File: config.mk
export PLATFORM = sky130hd
export DESIGN_NAME = ers_serializer
export DESIGN_NICKNAME = d
export VERILOG_FILES = /design/src/verilog/ers_serializer.v
export VERILOG_INCLUDE_DIRS = /design/src /design/src/verilog
export SDC_FILE = /design/constraint.sdc
export NUM_CORES = 1
export LEC_CHECK = 0
export ABC_CLOCK_PERIOD_IN_PS = 5930
export BUFFER_PORTS_ARGS = -buffer_cell sky130_fd_sc_hd__clkbuf_2
export CAP_MARGIN = 40
export CELL_PAD_IN_SITES_DETAIL_PLACEMENT = 0
export CELL_PAD_IN_SITES_GLOBAL_PLACEMENT = 1
export CORE_ASPECT_RATIO = 1.25
export CORE_UTILIZATION = 40
export DETAILED_ROUTE_END_ITERATION = 16
export PLACE_DENSITY_LB_ADDON = 0.1
export SYNTH_ARGS = -nofsm -noshare
export SYNTH_HDL_FRONTEND = slang
export SYNTH_SLANG_ARGS = --single-unit
File: constraint.sdc
create_clock -name sys_clk -period 5.93 [get_ports sys_clk]
set_input_delay 0.2965 -clock sys_clk [delete_from_list [all_inputs] [get_ports sys_clk]]
set_output_delay 0.2965 -clock sys_clk [all_outputs]
set_load 0.05 [all_outputs]
File: src/verilog/ers_defs.vh
// Constants for the memory readout serializer
`ifndef ERS_DEFS_VH
`define ERS_DEFS_VH

// ==========================================
// Register map, byte addresses
`define ERS_REG_CTRL        8'h00
`define ERS_REG_STATUS      8'h04
`define ERS_REG_WADDR       8'h08
`define ERS_REG_WDATA       8'h0c
`define ERS_REG_TX          8'h10
`define ERS_REG_CFG         8'h14

// ==========================================
// Commands and bit fields
`define ERS_CMD_READ        8'h00
`define ERS_MEM_BITS        152
`define ERS_MEM_BYTES       19
`define ERS_TOTAL_BYTES     5'h14
`define ERS_MARKER          8'ha5
`define ERS_LOCK_HI         105
`define ERS_LOCK_LO         103
`define ERS_LOCK_A          3'h6
`define ERS_LOCK_B          3'h3
`define ERS_SIG_LO          144
`define ERS_TRIM_LO         3
`define ERS_LIM_LO          15
`define ERS_OSEL_LO         11
`define ERS_MODE_ABS1V      2'h1
`define ERS_MODE_DIGITAL    2'h2

`endif

File: src/verilog/ers_serializer.v
// Memory readout serializer with write, signature and output configuration decode
// What this block does
// - Read command code 00 hex streams the whole memory as consecutive bytes out on the tx_byte valid/ready handshake.
// - After each byte the memory image is shifted by eight bits so the next byte follows.
// - Bytes 1 to 19 carry the packed memory fields in order and byte 20 is the constant A5 hex.
// - In digital output mode the source select chooses bridge alone or bridge with temperature.
// - The limiter configuration at memory bits 16:15 sets the external transistor regulation level.
// - In absolute one-volt mode the 4-bit trim field trims the output voltage reference.
// - In ratiometric mode the same 4-bit trim field trims the regulator reference instead.
// - A lock field at bits 105:103 of 6 or 3 hex blocks further memory writes until a reset clears the memory.
// - The signature byte is recomputed and stored after every memory write.
`timescale 1ns/1ps
`default_nettype none
`include "ers_defs.vh"

module ers_serializer (
   input  wire         sys_clk,
   input  wire         reset,
   input  wire [7:0]   addr,
   input  wire [31:0]  wdata,
   input  wire         wr_en,
   input  wire         rd_en,
   output reg  [31:0]  rdata,
   input  wire         cmd_valid,
   input  wire [7:0]   cmd_code,
   input  wire         tx_ready,
   output reg          tx_valid,
   output reg  [7:0]   tx_byte,
   output reg          tx_last,
   output reg          busy,
   output reg          out_temp_enable,
   output reg  [1:0]   limiter_config,
   output reg  [3:0]   abs_ref_trim,
   output reg  [3:0]   reg_ref_trim,
   output reg          write_locked
);

   // ==========================================
   // State
   localparam [2:0] ST_IDLE = 3'b001;
   localparam [2:0] ST_SEND = 3'b010;
   localparam [2:0] ST_WAIT = 3'b100;

   reg [2:0]                     state;
   reg [`ERS_MEM_BITS-1:0]       mem;
   reg [`ERS_MEM_BITS-1:0]       shift_img;
   reg [4:0]                     byte_cnt;
   reg [4:0]                     waddr;
   reg                           sig_pending;

   // ==========================================
   // Helpers
   // Signature is an xor of all data bytes below the signature field
   function [7:0] sig_calc;
      input [`ERS_MEM_BITS-1:0] m;
      integer i;
      begin
         sig_calc = 8'h00;
         for (i = 0; i < 18; i = i + 1) begin
            sig_calc = sig_calc ^ m[i*8 +: 8];
         end
      end
   endfunction

   function lock_hit;
      input [2:0] f;
      begin
         lock_hit = (f == `ERS_LOCK_A) || (f == `ERS_LOCK_B);
      end
   endfunction

   wire [2:0] lock_field = mem[`ERS_LOCK_HI:`ERS_LOCK_LO];
   wire [1:0] out_mode   = mem[`ERS_OSEL_LO+1:`ERS_OSEL_LO];
   wire [3:0] trim_field = mem[`ERS_TRIM_LO+3:`ERS_TRIM_LO];
   wire       data_wr    = wr_en && (addr == `ERS_REG_WDATA);
   wire       waddr_wr   = wr_en && (addr == `ERS_REG_WADDR);
   wire       wr_accept  = data_wr && !lock_hit(lock_field) && (state == ST_IDLE)
                           && (waddr < 5'd18);
   // A read command beside a data write would capture a half-updated image
   wire       start_read = cmd_valid && (cmd_code == `ERS_CMD_READ) && (state == ST_IDLE)
                           && !sig_pending && !data_wr;

   // ==========================================
   // Memory write path and signature update
   reg [`ERS_MEM_BITS-1:0]       next_mem;
   reg [4:0]                     next_waddr;
   reg                           next_sig_pending;

   always @* begin
      next_mem         = mem;
      next_waddr       = waddr;
      next_sig_pending = 1'b0;
      if (waddr_wr) begin
         next_waddr = wdata[4:0];
      end
      // Writes are refused while a readout runs so the image stays coherent
      if (wr_accept) begin
         next_mem[waddr*8 +: 8] = wdata[7:0];
         next_sig_pending       = 1'b1;
      end
      // A write beside the update sets the flag again, so the signature is redone
      if (sig_pending) begin
         next_mem[`ERS_SIG_LO +: 8] = sig_calc(mem);
      end
   end

   always @(posedge sys_clk) begin
      if (reset) begin
         mem         <= {`ERS_MEM_BITS{1'b0}};
         waddr       <= 5'h00;
         sig_pending <= 1'b0;
      end else begin
         mem         <= next_mem;
         waddr       <= next_waddr;
         sig_pending <= next_sig_pending;
      end
   end

   // ==========================================
   // Readout sequencer
   reg [2:0]                     next_state;
   reg [`ERS_MEM_BITS-1:0]       next_shift_img;
   reg [4:0]                     next_byte_cnt;
   reg                           next_tx_valid;
   reg [7:0]                     next_tx_byte;
   reg                           next_tx_last;
   reg                           next_busy;
   wire                          last_slot = (byte_cnt == `ERS_TOTAL_BYTES - 5'h01);
   wire                          accepted  = tx_valid && tx_ready;

   always @* begin
      next_state     = state;
      next_shift_img = shift_img;
      next_byte_cnt  = byte_cnt;
      next_tx_valid  = tx_valid;
      next_tx_byte   = tx_byte;
      next_tx_last   = tx_last;
      next_busy      = busy;
      case (state)
         ST_IDLE: begin
            next_tx_valid = 1'b0;
            next_tx_last  = 1'b0;
            // A pending signature update finishes before the image is captured
            if (start_read) begin
               next_shift_img = mem;
               next_byte_cnt  = 5'h00;
               next_busy      = 1'b1;
               next_state     = ST_SEND;
            end
         end
         ST_SEND: begin
            next_tx_valid = 1'b1;
            next_state    = ST_WAIT;
            if (last_slot) begin
               next_tx_byte = `ERS_MARKER;
               next_tx_last = 1'b1;
            end else begin
               next_tx_byte = shift_img[7:0];
               next_tx_last = 1'b0;
            end
         end
         ST_WAIT: begin
            // Byte and flags stand until the host takes them
            if (accepted) begin
               next_tx_valid  = 1'b0;
               next_shift_img = shift_img >> 8;
               next_byte_cnt  = byte_cnt + 5'h01;
               if (tx_last) begin
                  next_tx_last = 1'b0;
                  next_busy    = 1'b0;
                  next_state   = ST_IDLE;
               end else begin
                  next_state = ST_SEND;
               end
            end
         end
         default: begin
            next_state = ST_IDLE;
         end
      endcase
   end

   always @(posedge sys_clk) begin
      if (reset) begin
         state     <= ST_IDLE;
         shift_img <= {`ERS_MEM_BITS{1'b0}};
         byte_cnt  <= 5'h00;
         tx_valid  <= 1'b0;
         tx_byte   <= 8'h00;
         tx_last   <= 1'b0;
         busy      <= 1'b0;
      end else begin
         state     <= next_state;
         shift_img <= next_shift_img;
         byte_cnt  <= next_byte_cnt;
         tx_valid  <= next_tx_valid;
         tx_byte   <= next_tx_byte;
         tx_last   <= next_tx_last;
         busy      <= next_busy;
      end
   end

   // ==========================================
   // Configuration decode outputs
   always @(posedge sys_clk) begin
      if (reset) begin
         out_temp_enable <= 1'b0;
         limiter_config  <= 2'h0;
         abs_ref_trim    <= 4'h0;
         reg_ref_trim    <= 4'h0;
         write_locked    <= 1'b0;
      end else begin
         // Only bit 2 of the select matters in digital mode
         out_temp_enable <= (out_mode == `ERS_MODE_DIGITAL) && mem[`ERS_OSEL_LO+2];
         limiter_config  <= mem[`ERS_LIM_LO+1:`ERS_LIM_LO];
         abs_ref_trim    <= (out_mode == `ERS_MODE_ABS1V) ? trim_field : 4'h0;
         reg_ref_trim    <= (out_mode == `ERS_MODE_ABS1V) ? 4'h0 : trim_field;
         write_locked    <= lock_hit(lock_field);
      end
   end

   // ==========================================
   // Register read port
   always @(posedge sys_clk) begin
      if (reset) begin
         rdata <= 32'h00000000;
      end else if (rd_en) begin
         case (addr)
            `ERS_REG_STATUS: rdata <= {24'h000000, byte_cnt, write_locked, sig_pending, busy};
            `ERS_REG_WADDR:  rdata <= {27'h0000000, waddr};
            `ERS_REG_WDATA:  rdata <= {24'h000000, mem[waddr*8 +: 8]};
            `ERS_REG_TX:     rdata <= {23'h000000, tx_valid, tx_byte};
            `ERS_REG_CFG:    rdata <= {20'h00000, abs_ref_trim, reg_ref_trim,
                                       limiter_config, out_mode};
            default:         rdata <= 32'h00000000;
         endcase
      end else begin
         rdata <= 32'h00000000;
      end
   end

endmodule
`default_nettype wire

==> metrics.txt <==
count of final setup violators=0; area of the multi-input gates=0.00946 sq mm; Avg Cell Area, Syn=8.18 sq um; Hold Vio Cnt, Final=0; gr usage total=0.287; unrepaired setup endpoints after global routing=no; Synth Warn #=0; Worst-path clk slew=60 ps; Setup Skew=12.0 ps; slew margin rel.=0.122; DRC Markers=0; period utilization=0.715; Area Overhead vs Synth=11.3%; die width=188 microns; First DRT Iteration DRCs=1436; CP Launch Type=flip-flop; Port Buffers=64; antenna viol nets, final=0; register area=0.00707 sq mm; minimum clock period=4240 ps; layout cells sized above 1=0.113; commonest non-fill, non-tap cell in the layout=nand2_1; Critical Path Sink Type=flip-flop; placement row count=84; first-pass GRT wire length=95100 microns; WL/cell=23.9 microns; PD cells=254 mW/mm^2; routability congestion estimate from global placement=0.894; Starting Density=0.407; die span in y=234 microns; Seq/Total Area, Yosys=0.409; # IOs=109; core area=0.0424 sq mm; Setup TNS Final=0 ps; via count=15.6k; worst hold slack=111 ps; CTS tree=done; Setup CP Type=reg2reg; clock root buffer=clkbuf_16; max-cap viol count=0; fillcell total=4286; hold buffer count at CTS=0; Synth Instances=2110; synthesized flop and latch total=353; Lkg Pwr=0.00562 uW; pin count of the biggest net entering global routing=225; fin util=0.454; VDD IR max=0.178 mV; initial antenna violation count=2; Layout Nets=2139; CTS Buf Count=40; Post-synth EDFFs=0; Pre-antenna DRT Iters=5; area of the die=0.0440 sq mm; drt total wl=63600 microns; Yosys cell types=64; vias in the first global route=14.4k; Critical Path AT=4700 ps; Post-CTS Setup Bufs=0; CTS HTree Levels=2; mapped cell area=0.0173 sq mm; Peak Freq=0.236 GHz; Max Transition Viols Final=0; Worst EP required=6390 ps; Pwr Total=4890 uW; Clock Path Buffers=3; gr ovfl total=0; Final HPWL DP=41800 microns; status=complete, no violations; HP Class=in2reg; Vias/cell=5.85; CP max FO=26; TritonCTS Sinks=353; Post-CTS Resized=0; worst-margin pin slew=1320 ps; Primary FF master, synth=dfxtp_1; most frequent cells in the layout=nand2_1 (484), dfxtp_1 (351), nor2_1 (214); clock latency on the worst-skew pair=550 ps; ys async rst share=0
Yosys cell counts, types with 9 or more instances:
| cell type | count | area (sq um) |
|---|---|---|
| mux2i_1 | 35 | 350 |
| nand3_1 | 81 | 405 |
| clkbuf_1 | 153 | 574 |
| xnor2_1 | 137 | 1200 |
| buf_4 | 23 | 173 |
| a211oi_1 | 23 | 173 |
| buf_2 | 9 | 45.0 |
| nand2_1 | 485 | 1820 |
| or3_1 | 18 | 113 |
| a22oi_1 | 16 | 120 |
| nor3_1 | 19 | 95.1 |
| mux4_2 | 29 | 653 |
| nor2b_1 | 10 | 62.6 |
| nand4_1 | 30 | 188 |
| dfxtp_1 | 353 | 7070 |
| nor2_1 | 217 | 815 |
| and2_1 | 24 | 150 |
| a21oi_1 | 161 | 806 |
| a311oi_1 | 143 | 1250 |
report_power, final:
| part | switching, uW | total [uW] | internal, uW | leakage [uW] |
|---|---|---|---|---|
| clock network | 1010 | 2390 | 1380 | 0.000603 |
| registers | 1.71 | 2370 | 2370 | 0.00284 |
| logic | 102 | 120 | 18.3 | 0.00218 |
| total | 1120 | 4890 | 3770 | 0.00562 |
metal layers:
layer	vias up	GRT usage	wire length (microns)
li1	7302	-	-
met1	7507	0.385	27200
met2	633	0.466	29100
met3	128	0.0400	4840
met4	2	0.117	2490
met5	-	0	15
logic make-up (layout without fill, tap and decap cells):
kind of cell / after synthesis / count (layout) / synth area share
flip-flops: 353 / 353 / 0.409
multiplexers: 71 / 71 / 0.0627
XOR/XNOR: 142 / 142 / 0.0721
AND/OR/NAND/NOR: 946 / 946 / 0.244
AO/OA/AOI/OAI: 392 / 392 / 0.158
buffers and inverters: 202 / 177 / 0.0514
adder cells (fa/ha/maj): 3 / 3 / 0.00218
other: 1 / 21 / 0.000217
layout make-up:
cell class,count,area share
clock buffers,60,0.0623
flip-flops and latches,353,0.368
repair buffers,105,0.0382
clock inverters,4,0.00104
diodes,1,0.000130
well taps,559,0.0364
multi-input cells,1574,0.492
inverters,8,0.00156
path summary, 6_finish.rpt:
check | cells after the start | slack [ps] | start | endpoint
worst max register to register | 10 | 1690 | waddr[1]$_SDFFE_PP0P_ | mem[121]$_SDFFE_PP0P_
worst min register to register | 1 | 450 | abs_ref_trim[1]$_SDFF_PP0_ | rdata[9]$_SDFF_PP0_
worst min-delay path | 3 | 110 | addr[3] | rdata[6]$_SDFF_PP0_
worst max-delay path | 10 | 1690 | waddr[1]$_SDFFE_PP0P_ | mem[121]$_SDFFE_PP0P_
registers in the layout, summed over array words and instances (netlist names), 2 cells and up:
signal,cells
abs_ref_trim,4
state,3
byte_cnt,5
shift_img,152
waddr,5
rdata,12
limiter_config,2
tx_byte,8
reg_ref_trim,4
mem,152
metrics by stage:
step	worst slack (ps)	std cells	cell area, sq um
finish	1690	2664	19200
global route	1570	2664	19200
CTS	1740	2663	19200
detailed placement	1770	2599	18000
global placement	1800	2586	17800
floorplan	2500	2129	17300
worst max-delay path: stages, from the launching register on:
cell and delay, ps:
dfxtp_2 880, inv_1 100, ha_1 280, and2_1 170
ha_1 600, nand2_1 610, buf_4 400, nor3_2 580
buf_4 270, nand3_1 80, a21oi_1 170
No activity file was read; power rests on OpenSTA's default activity.
